[src/fifo16x4_pkg.sv]
// Shared constants and carrier types for the 16x4 strobe-driven FIFO.
// Assumes a single 50 MHz system clock; strobes are sampled on it.
package fifo16x4_pkg;
    localparam int WORD_W = 4;
    localparam int DEPTH = 16;
    localparam int PTR_W = 4;
    localparam int CNT_W = 5;
    localparam int CLK_PERIOD_NS = 20;
    localparam int FALL_THROUGH_NS = 50;
    // Longest time rounds down, never below one cycle
    localparam int FALL_THROUGH_CYC =
        (FALL_THROUGH_NS / CLK_PERIOD_NS) < 1 ? 1 :
        (FALL_THROUGH_NS / CLK_PERIOD_NS);
    localparam logic [PTR_W-1:0] PTR_RESET = 4'h0;
    localparam logic [CNT_W-1:0] CNT_RESET = 5'h00;
    localparam logic [CNT_W-1:0] CNT_FULL = 5'h10;
    localparam logic [WORD_W-1:0] WORD_RESET = 4'h0;

    typedef struct packed {
        logic [WORD_W-1:0] data;
        logic [WORD_W-1:0] data_oe_n;
    } data_pins_t;

    typedef struct packed {
        logic space_available_flag;
        logic word_available_flag;
    } flags_t;
endpackage

[src/strobe_edge.sv]
// Edge detector for one strobe input sampled on the system clock.
// Assumes the strobe is synchronous to the clock.
`timescale 1ns/1ps
module strobe_edge (
    input wire logic clk_i,
    input wire logic rst_b_i,
    input wire logic idle_level_i,
    input wire logic strobe_i,
    output logic rise_o,
    output logic fall_o
);
    logic last_reg;

    always_ff @(posedge clk_i) begin
        if (!rst_b_i) begin
            last_reg <= 1'b0;
        end else begin
            last_reg <= strobe_i;
        end
    end

    // Idle level seeds the history so release does not fake an edge
    logic seen_reg;
    always_ff @(posedge clk_i) begin
        if (!rst_b_i) begin
            seen_reg <= 1'b0;
        end else begin
            seen_reg <= 1'b1;
        end
    end

    logic prev;
    assign prev = seen_reg ? last_reg : idle_level_i;
    assign rise_o = strobe_i & ~prev;
    assign fall_o = ~strobe_i & prev;
endmodule

[src/strobe_fifo16x4.sv]
// 16 words by 4 bits FIFO, loaded and unloaded by sampled strobes.
// Assumes strobes and clear are synchronous to SYS_CLK_I and that
// strobe pulses last at least one clock in each level.
`timescale 1ns/1ps

// Overview of operation
// [RL1] Falling load strobe edge stores input word when not full.
// [RL2] Rising unload strobe edge advances to next word when not empty.
// [RL3] Writer idles load strobe low; reader idles unload strobe high.
// [RL4] Full when loads exceed unloads by sixteen.
// [RL5] Loads while full change neither storage nor pointers.
// [RL6] Unloads while empty change neither pointers nor outputs.
// [RL7] Space flag high only when not full and load strobe low.
// [RL8] Word flag high only when not empty and unload strobe high.
// [RL9] Clear resets pointers, raises space flag, drops word flag.
// [RL10] Output word equals loaded word, not inverted.
// [RL11] Data pins float while output enable is low.
// [RL12] Output enable never touches either flag.
// [RL13] Sixteen four-bit words, one whole word per operation.
// [RL14] Side-by-side devices AND their flags externally.
// [RL15] Cascading gives fifteen words per device plus one.
// [RL16] Presented word is invalid while count is zero.
// [RL17] Word into empty buffer falls through and raises word flag.
// [RL18] Clear overrides strobes while low; operations resume after.
module strobe_fifo16x4 (
    input wire logic SYS_CLK_I,
    input wire logic RST_B_I,
    input wire logic LOAD_STROBE_I,
    input wire logic UNLOAD_STROBE_I,
    input wire logic POINTER_CLEAR_N_I,
    input wire logic OUTPUT_ENABLE_I,
    input wire logic [fifo16x4_pkg::WORD_W-1:0] DATA_I,
    output fifo16x4_pkg::data_pins_t DATA_PINS_O,
    output fifo16x4_pkg::flags_t FLAGS_O
);
    import fifo16x4_pkg::*;

    logic [WORD_W-1:0] mem [DEPTH];
    logic [PTR_W-1:0] wr_ptr_reg;
    logic [PTR_W-1:0] rd_ptr_reg;
    logic [CNT_W-1:0] stored_word_count_reg;
    logic load_fall;
    logic unload_rise;
    logic full;
    logic empty;
    logic do_load;
    logic do_unload;
    logic [WORD_W-1:0] head_next;
    data_pins_t pins_reg;
    flags_t flags_reg;

    strobe_edge u_load_edge (
        .clk_i(SYS_CLK_I),
        .rst_b_i(RST_B_I),
        .idle_level_i(1'b0),
        .strobe_i(LOAD_STROBE_I),
        .rise_o(),
        .fall_o(load_fall)
    );

    strobe_edge u_unload_edge (
        .clk_i(SYS_CLK_I),
        .rst_b_i(RST_B_I),
        .idle_level_i(1'b1),
        .strobe_i(UNLOAD_STROBE_I),
        .rise_o(unload_rise),
        .fall_o()
    );

    // [RL4] full at sixteen
    assign full = (stored_word_count_reg == CNT_FULL);
    assign empty = (stored_word_count_reg == CNT_RESET);
    // [RL1] [RL5] [RL18] load gating
    assign do_load = load_fall & ~full & POINTER_CLEAR_N_I;
    // [RL2] [RL6] [RL18] unload gating
    assign do_unload = unload_rise & ~empty & POINTER_CLEAR_N_I;

    // [RL13] one full word per load
    always_ff @(posedge SYS_CLK_I) begin
        if (do_load) begin
            mem[wr_ptr_reg] <= DATA_I;
        end
    end

    // [RL9] clear resets pointers
    always_ff @(posedge SYS_CLK_I) begin
        if (!RST_B_I || !POINTER_CLEAR_N_I) begin
            wr_ptr_reg <= PTR_RESET;
            rd_ptr_reg <= PTR_RESET;
        end else begin
            if (do_load) begin
                wr_ptr_reg <= wr_ptr_reg + 4'h1;
            end
            if (do_unload) begin
                rd_ptr_reg <= rd_ptr_reg + 4'h1;
            end
        end
    end

    // Counter tracks occupancy; simultaneous load and unload cancel
    always_ff @(posedge SYS_CLK_I) begin
        if (!RST_B_I || !POINTER_CLEAR_N_I) begin
            stored_word_count_reg <= CNT_RESET;
        end else if (do_load && !do_unload) begin
            stored_word_count_reg <= stored_word_count_reg + 5'h01;
        end else if (do_unload && !do_load) begin
            stored_word_count_reg <= stored_word_count_reg - 5'h01;
        end
    end

    // Head word: fresh input falls through when empty or the head
    // is being unloaded and the next slot is the one being written
    always_comb begin
        head_next = pins_reg.data;
        if (do_unload) begin
            if (stored_word_count_reg == 5'h01) begin
                head_next = do_load ? DATA_I : pins_reg.data;
            end else begin
                head_next = mem[rd_ptr_reg + 4'h1];
            end
        end else if (do_load && empty) begin
            head_next = DATA_I;
        end
    end

    // [RL10] [RL17] [RL6] non-inverted head, held while empty
    // [RL11] enable low floats the data pins
    always_ff @(posedge SYS_CLK_I) begin
        if (!RST_B_I) begin
            pins_reg.data <= WORD_RESET;
            pins_reg.data_oe_n <= {WORD_W{1'b1}};
        end else begin
            pins_reg.data <= head_next;
            pins_reg.data_oe_n <= {WORD_W{~OUTPUT_ENABLE_I}};
        end
    end

    // [RL7] [RL8] [RL9] [RL12] [RL16] flags, independent of enable
    always_ff @(posedge SYS_CLK_I) begin
        if (!RST_B_I || !POINTER_CLEAR_N_I) begin
            flags_reg.space_available_flag <= 1'b1;
            flags_reg.word_available_flag <= 1'b0;
        end else begin
            flags_reg.space_available_flag <= ~LOAD_STROBE_I &
                ~((stored_word_count_reg == 5'h0F) & do_load &
                  ~do_unload) & ~(full & ~do_unload);
            flags_reg.word_available_flag <= UNLOAD_STROBE_I &
                ~((stored_word_count_reg == 5'h01) & do_unload &
                  ~do_load) & ~(empty & ~do_load);
        end
    end

    assign DATA_PINS_O = pins_reg;
    assign FLAGS_O = flags_reg;

    // Checks
    a_full_no_store: assert property (@(posedge SYS_CLK_I) // [RL5]
        disable iff (!RST_B_I)
        full && !unload_rise && POINTER_CLEAR_N_I |=>
        $stable(wr_ptr_reg))
        else $error("write pointer moved while full");
    a_empty_no_move: assert property (@(posedge SYS_CLK_I) // [RL6]
        disable iff (!RST_B_I)
        empty && !load_fall && POINTER_CLEAR_N_I |=>
        $stable(rd_ptr_reg) && $stable(pins_reg.data))
        else $error("read side moved while empty");
    a_count_bound: assert property (@(posedge SYS_CLK_I) // [RL4]
        disable iff (!RST_B_I)
        stored_word_count_reg <= CNT_FULL)
        else $error("count beyond sixteen");
    a_load_counts: assert property (@(posedge SYS_CLK_I) // [RL1]
        disable iff (!RST_B_I)
        do_load && !do_unload && POINTER_CLEAR_N_I |=>
        stored_word_count_reg == $past(stored_word_count_reg) + 5'h01)
        else $error("load did not add a word");
    a_unload_counts: assert property (@(posedge SYS_CLK_I) // [RL2]
        disable iff (!RST_B_I)
        do_unload && !do_load |=>
        stored_word_count_reg == $past(stored_word_count_reg) - 5'h01)
        else $error("unload did not remove a word");
    a_clear_flags: assert property (@(posedge SYS_CLK_I) // [RL9]
        disable iff (!RST_B_I)
        !POINTER_CLEAR_N_I |=> flags_reg.space_available_flag &&
        !flags_reg.word_available_flag && empty)
        else $error("clear did not reset flags");
    a_clear_ptrs: assert property (@(posedge SYS_CLK_I) // [RL18]
        disable iff (!RST_B_I)
        !POINTER_CLEAR_N_I |=> wr_ptr_reg == PTR_RESET &&
        rd_ptr_reg == PTR_RESET)
        else $error("pointers moved while clear held");
    // Clear forces the space flag high whatever the load strobe does
    a_space_flag: assert property (@(posedge SYS_CLK_I) // [RL7]
        disable iff (!RST_B_I)
        flags_reg.space_available_flag && $past(RST_B_I) &&
        $past(POINTER_CLEAR_N_I) |-> !full && !$past(LOAD_STROBE_I))
        else $error("space flag high while full or loading");
    a_word_flag: assert property (@(posedge SYS_CLK_I) // [RL8]
        disable iff (!RST_B_I)
        flags_reg.word_available_flag |-> !empty &&
        $past(UNLOAD_STROBE_I))
        else $error("word flag high while empty or unloading");
    a_fall_through: assert property (@(posedge SYS_CLK_I) // [RL17]
        disable iff (!RST_B_I)
        empty && do_load && POINTER_CLEAR_N_I |=>
        pins_reg.data == $past(DATA_I))
        else $error("word did not fall through");
    a_oe_floats: assert property (@(posedge SYS_CLK_I) // [RL11]
        disable iff (!RST_B_I)
        !OUTPUT_ENABLE_I |=> pins_reg.data_oe_n == 4'hF)
        else $error("pins driven with enable low");
    a_oe_drives: assert property (@(posedge SYS_CLK_I) // [RL11]
        disable iff (!RST_B_I)
        RST_B_I && OUTPUT_ENABLE_I |=> pins_reg.data_oe_n == 4'h0)
        else $error("pins floating with enable high");
    a_load_stores: assert property (@(posedge SYS_CLK_I) // [RL13]
        disable iff (!RST_B_I)
        do_load |=> mem[$past(wr_ptr_reg)] == $past(DATA_I))
        else $error("loaded word not stored");

    c_fill: cover property (@(posedge SYS_CLK_I) disable iff (!RST_B_I)
        full);
    c_drain: cover property (@(posedge SYS_CLK_I) disable iff (!RST_B_I)
        do_unload && stored_word_count_reg == 5'h01);
    c_both: cover property (@(posedge SYS_CLK_I) disable iff (!RST_B_I)
        do_load && do_unload);
    c_clear: cover property (@(posedge SYS_CLK_I) disable iff (!RST_B_I)
        !POINTER_CLEAR_N_I && !empty);
    c_full_unload: cover property (@(posedge SYS_CLK_I)
        disable iff (!RST_B_I) full && do_unload);
endmodule

[config.mk]
export PLATFORM = sky130hd
export DESIGN_NAME = strobe_fifo16x4
export DESIGN_NICKNAME = d
export VERILOG_FILES = /design/src/fifo16x4_pkg.sv /design/src/strobe_edge.sv /design/src/strobe_fifo16x4.sv
export SDC_FILE = /design/constraint.sdc
export NUM_CORES = 1
export LEC_CHECK = 0
export ABC_AREA = 1
export ABC_CLOCK_PERIOD_IN_PS = 2580
export BUFFER_PORTS_ARGS = -buffer_cell sky130_fd_sc_hd__clkbuf_2
export CAP_MARGIN = 20
export CORE_MARGIN = 2
export CORE_UTILIZATION = 50
export CTS_BUF_LIST = sky130_fd_sc_hd__clkbuf_16
export DETAILED_ROUTE_END_ITERATION = 10
export PLACE_DENSITY = 0.69
export REMOVE_ABC_BUFFERS = 1
export SYNTH_ARGS = -nofsm -noshare
export SYNTH_HDL_FRONTEND = slang
export SYNTH_SLANG_ARGS = --single-unit
[constraint.sdc]
create_clock -name SYS_CLK_I -period 2.58 [get_ports SYS_CLK_I]
set_input_delay 0 -clock SYS_CLK_I [delete_from_list [all_inputs] [get_ports SYS_CLK_I]]
set_output_delay 0 -clock SYS_CLK_I [all_outputs]
set_load 0.005 [all_outputs]
### After elaboration in Yosys (flattened, before gate mapping)

Memory sizes are Yosys's and may differ from the RTL's.
Cells that the tools add are included.

* RAM bits: 64
* word-level logic and storage cells: 69
* flip-flop bits (word level): 23
* bits in read-only memories: 0
* bits in latches: 0
* output and inout port bits: 10
* memories: 1
* input port bits: 10

Memory list
* mem: depth 16, bits a word 4, rd ports 1, clocked after Yosys merged registers in 0, wr ports 1, line strobe_fifo16x4.sv:38 `logic [WORD_W-1:0] mem [DEPTH];`

* add/sub/neg operators: 4
* shift-type cells: 0
* muxes and demuxes: 11
* reductions and logical operators: 12
* order comparisons: 0
* divide/modulo/power cells: 0
* equality and inequality tests: 4
* $mul: 0
* bitwise gates (word level): 27

Operators with widths (count)
* $and 1x1->1: 16
* $mux 4: 4
* $not 1->1: 11
* $mux 5: 2
* $add 4x1->4 const B: 2
* $add 5x1->5 const B: 1
* $eq 5x1->1 const B: 1
* $eq 5x4->1 const B: 1
* $eq 5x5->1 const B: 1
* $logic_not 5->1: 1
* $mux 1: 5
* $sub 5x1->5 const B: 1
* $logic_not 1->1: 4
* $reduce_bool 2->1: 2
* $logic_and 1x1->1: 3
* $ne 3x3->1 const B: 1
* $reduce_and 2->1: 1
* $logic_or 1x1->1: 1

### Logic depth before layout (Yosys ltp)

* depth after elaboration: 10
* gate-level depth with buffers: 11

### Modules after synthesis

A second synthesis with hierarchy kept.

* cells, all modules: 460
* area, all modules: 4192.8 sq um

Modules (own cells, without submodules)
* strobe_fifo16x4: cells an instance 428, times used 1, area each 3997.6 sq um, sequential area each 2322.2 sq um
* strobe_edge: cells an instance 16, times used 2, area each 97.6 sq um, sequential area each 40.0 sq um

### Worst setup path after synthesis

No wires, ideal clock.

* path kind: reg-to-reg
* from: register stored_word_count_reg[0]
* to: register stored_word_count_reg[3]
* setup slack: 734 ps
* data required time: 2510 ps
* arrival time: 1776 ps
* period minus slack after synthesis: 1846 ps
* stages on the path, launching flop included: 10
* path buffers: 0
* cell sequence: dfxtp_1 -> inv_1 -> ha_1 -> nand3_2 -> nand2_2 -> inv_2 -> ha_1 -> o31ai_1 -> o21ai_0 -> a21oi_1

* longest elaborated chain between the ends: 7
* elaborated cells on any way between the ends: 17

Ends and longest elaborated chain
* start, declared: line strobe_fifo16x4.sv:41 `logic [CNT_W-1:0] stored_word_count_reg;`
* start signal, assigned: line strobe_fifo16x4.sv:105 `stored_word_count_reg <= stored_word_count_reg + 5'h01;`
* start signal, assigned: line strobe_fifo16x4.sv:107 `stored_word_count_reg <= stored_word_count_reg - 5'h01;`
* branches (longest 7 deep; another with $sub 5x1->5)

Several ways; the timed one is not identified. The select of a mux whose other input is x is not followed.
A chain may end at the register's enable or synchronous reset.

### Final worst setup path

* from: register stored_word_count_reg[1]
* to: register stored_word_count_reg[3]

* longest elaborated chain between the ends: 7
* elaborated cells on any way between the ends: 17

Ends and longest elaborated chain
* $eq 5x5->1 (*): line strobe_fifo16x4.sv:71 `assign full = (stored_word_count_reg == CNT_FULL);`
* $not 1->1 (*): line strobe_fifo16x4.sv:74 `assign do_load = load_fall & ~full & POINTER_CLEAR_N_I;`
* $and 1x1->1 (*) (2 in a row): line strobe_fifo16x4.sv:74
* via do_load: line strobe_fifo16x4.sv:46 `logic do_load;`
* $logic_not 1->1: line strobe_fifo16x4.sv:106 `end else if (do_unload && !do_load) begin`
* $logic_and 1x1->1: line strobe_fifo16x4.sv:106
* $reduce_bool 2->1 (no line)

The timed path passes the listed nets; every way through them passes the cells marked *. The select of a mux whose other input is x is not followed.

==> reports/summary.txt <==
Status: complete, no violations
Vias/cell: 5.11
End point of the critical path: stored_word_count_reg[3]$_SDFFE_PP0P_
Final net count: 476
Mapped Cells: 431
Post-synth EDFFs: 64
Vias: 2868
Core Region: 7770 sq um
Fmax: 477 MHz
Max Slew Vio Count: 0
HP Class: input port to flop
Max IR drop VDD: 0.368 mV
Synth Cell Area: 4020 sq um
Total number of yosys warnings: 0
Initial antenna violation count: 0
Total grt overflow: 0
Postcts setup bufs: 0
Die Span Y: 93.7 um
Rows: 32
Max clock buf depth: 2
Final hold violation count: 0
Slew Limit Headroom: 0.619
Gpl congestion: 0.881
Syn Area/Cell: 9.32 sq um
Tightest Pin Transition: 0.571 ns
#FFs+latches synth: 87
Most numerous cell in the Yosys netlist: nand2_1
Clock Skew: 0.00728 ns
Synth top area share: 0.478
Max Cap Viol: 0
Dominant synthesized flop cell: edfxtp_1
Worst EP arrival: 2.37 ns
Antenna Cells: 0
Clock sinks: 87
Top cells by area, synth: edfxtp_1, nand2_1, dfxtp_1
Clk_lat worst skew: 0.34 ns
Post-route ant nets: 0
HPWL after detailed placement: 5440 um
Total of fill cells in the finished design: 659
DR pass1 iterations: 5
Seq/Total Area, Yosys: 0.593
Critical Path RT: 2.85 ns
H-tree depth: 3
Total CTS buffers: 9
Initial core utilization: 0.517
Leak Pwr: 1.93 nW
Ys async rst share: 0
Startpoint Class: flop
Max FFs per register: 64
Drt wl/cell: 14.4 um
Layout Utilization: 0.584
CP startpoint: stored_word_count_reg[1]$_SDFFE_PP0P_
Share of layout cells above drive strength 1: 0.115
Cell Pwr Density: 641 nW/um^2
Largest net degree at the start of global routing: 35
Library cells used by synthesis: 30
Synth top cells by count: nand2_1, edfxtp_1, inv_1
GRT Total Usage: 0.197
Global-route wire length before repair: 12900 um
Crit. End Element: flop
CTS Root Cell: clkbuf_16
RSZ-0062 raised after global routing: false
Buffers on Ports: 19
P&R area growth vs syn: 12.8%
Die W: 93.7 um
CP Max Fanout: 10
Largest area contributor in the netlist: edfxtp_1
DRT iter0 DRCs: 147
Total Routed Length: 8080 um
Worst-path clk slew: 0.06 ns
Setup TNS: 0 ns
Reg2Reg Setup Slack: 0.48 ns
Final min period: 2.10 ns
Die area: 8770 sq um
Residual DRC count: 0
Final setup fails: 0
Vias in the first global route: 2759
Crit path kind: flop to flop
FF-to-FF Start: stored_word_count_reg[1]$_SDFFE_PP0P_
Io pins: 20
Worst reg2reg path depth: 10
Final Cycle Share: 0.813
CTS tree: built
R2r endpoint: stored_word_count_reg[3]$_SDFFE_PP0P_
[placed cells by master (no fill, tap or decap), types with 2 or more instances in the layout]
| cell type | Yosys | routed |
|---|---|---|
| nor3_1 | 3 | 3 |
| inv_1 | 58 | 59 |
| buf_4 | 6 | 2 |
| nand2_2 | 2 | 2 |
| edfxtp_1 | 64 | 64 |
| dfxtp_1 | 23 | 23 |
| inv_6 | 0 | 2 |
| ha_1 | 12 | 12 |
| xnor2_2 | 2 | 2 |
| clkbuf_2 | 0 | 19 |
| nor2_1 | 24 | 24 |
| a21oi_1 | 17 | 17 |
| o21ai_1 | 2 | 2 |
| nand2_1 | 127 | 127 |
| clkbuf_16 | 0 | 11 |
| nand3_1 | 51 | 51 |
| dlygate4sd3_1 | 0 | 5 |
| o21ai_0 | 12 | 12 |
| inv_2 | 6 | 6 |
| nand3_2 | 2 | 2 |
[report_power, final]
part | leakage, nW | switching, mW | internal, mW
sequential | 0.762 | 0.00421 | 1.51
combinational | 1.01 | 0.0520 | 0.0264
clock | 0.155 | 0.542 | 0.774
[worst min path at each step]
stage / from / to / cells past startpoint
5_1_grt: POINTER_CLEAR_N_I / wr_ptr_reg[2]$_SDFFE_PP0P_ / 3
3_5_place_dp: OUTPUT_ENABLE_I / DATA_PINS_O[0]$_SDFF_PN1_ / 2
2_1_floorplan: RST_B_I / u_unload_edge.seen_reg$_DFF_P_ / 0
3_3_place_gp: OUTPUT_ENABLE_I / DATA_PINS_O[0]$_SDFF_PN1_ / 2
4_1_cts: POINTER_CLEAR_N_I / wr_ptr_reg[2]$_SDFFE_PP0P_ / 3
6_report: POINTER_CLEAR_N_I / wr_ptr_reg[2]$_SDFFE_PP0P_ / 3
[stage by stage]
stage	hold WS, ns	area [sq um]	power [mW]	worst slack, ns	cells
after floorplan	0.0277	3940	1.57	0.487	417
after global placement	0.148	4170	1.61	0.568	540
after detailed placement	0.152	4170	1.61	0.530	540
after CTS	0.0519	4530	2.91	0.503	561
after global routing	0.0835	4530	2.98	0.249	561
final	0.0522	4530	2.90	0.484	561
[area by class of cell]
class                   instances  area (sq um)  area share
clock inverters                 5          35.0     0.00773
well taps                     102           128      0.0282
repair buffers                 26           160      0.0353
multi-input cells             265          1310       0.289
clock buffers                  11           275      0.0607
inverters                      65           244      0.0538
flip-flops and latches         87          2380       0.526
[kinds of logic after synthesis]
family | synth area share
AOI/OAI and AO/OA | 0.0442
xor gates and xnor gates | 0.0165
adders and majority gates | 0.0374
buffers and inverters | 0.0816
DFF | 0.593
and+or+nand+nor | 0.228
[layer usage]
layer,up-vias,track usage,routed length [um]
met2,78,0.335,4160
met5,-,0,0
met3,10,0.0249,352
met1,1338,0.251,3470
met4,0,0.0918,93
li1,1442,-,-
[critical path, cell delays in order, from the launching register on]
cell	delay, ns
dfxtp_1	0.38
inv_1	0.11
ha_1	0.21
nand3_1	0.13
nand2_2	0.10
inv_2	0.15
ha_1	0.31
nand3_1	0.11
o31ai_1	0.28
o21ai_0	0.12
a21oi_1	0.12
[repair_timing]
| action | CTS | global route |
|---|---|---|
| hold endpoints to repair | 5 | 0 |
| hold buffers | 5 | 0 |
| gates resized for setup | 0 | 0 |
Note: power is estimated with default switching activity, not from simulation.
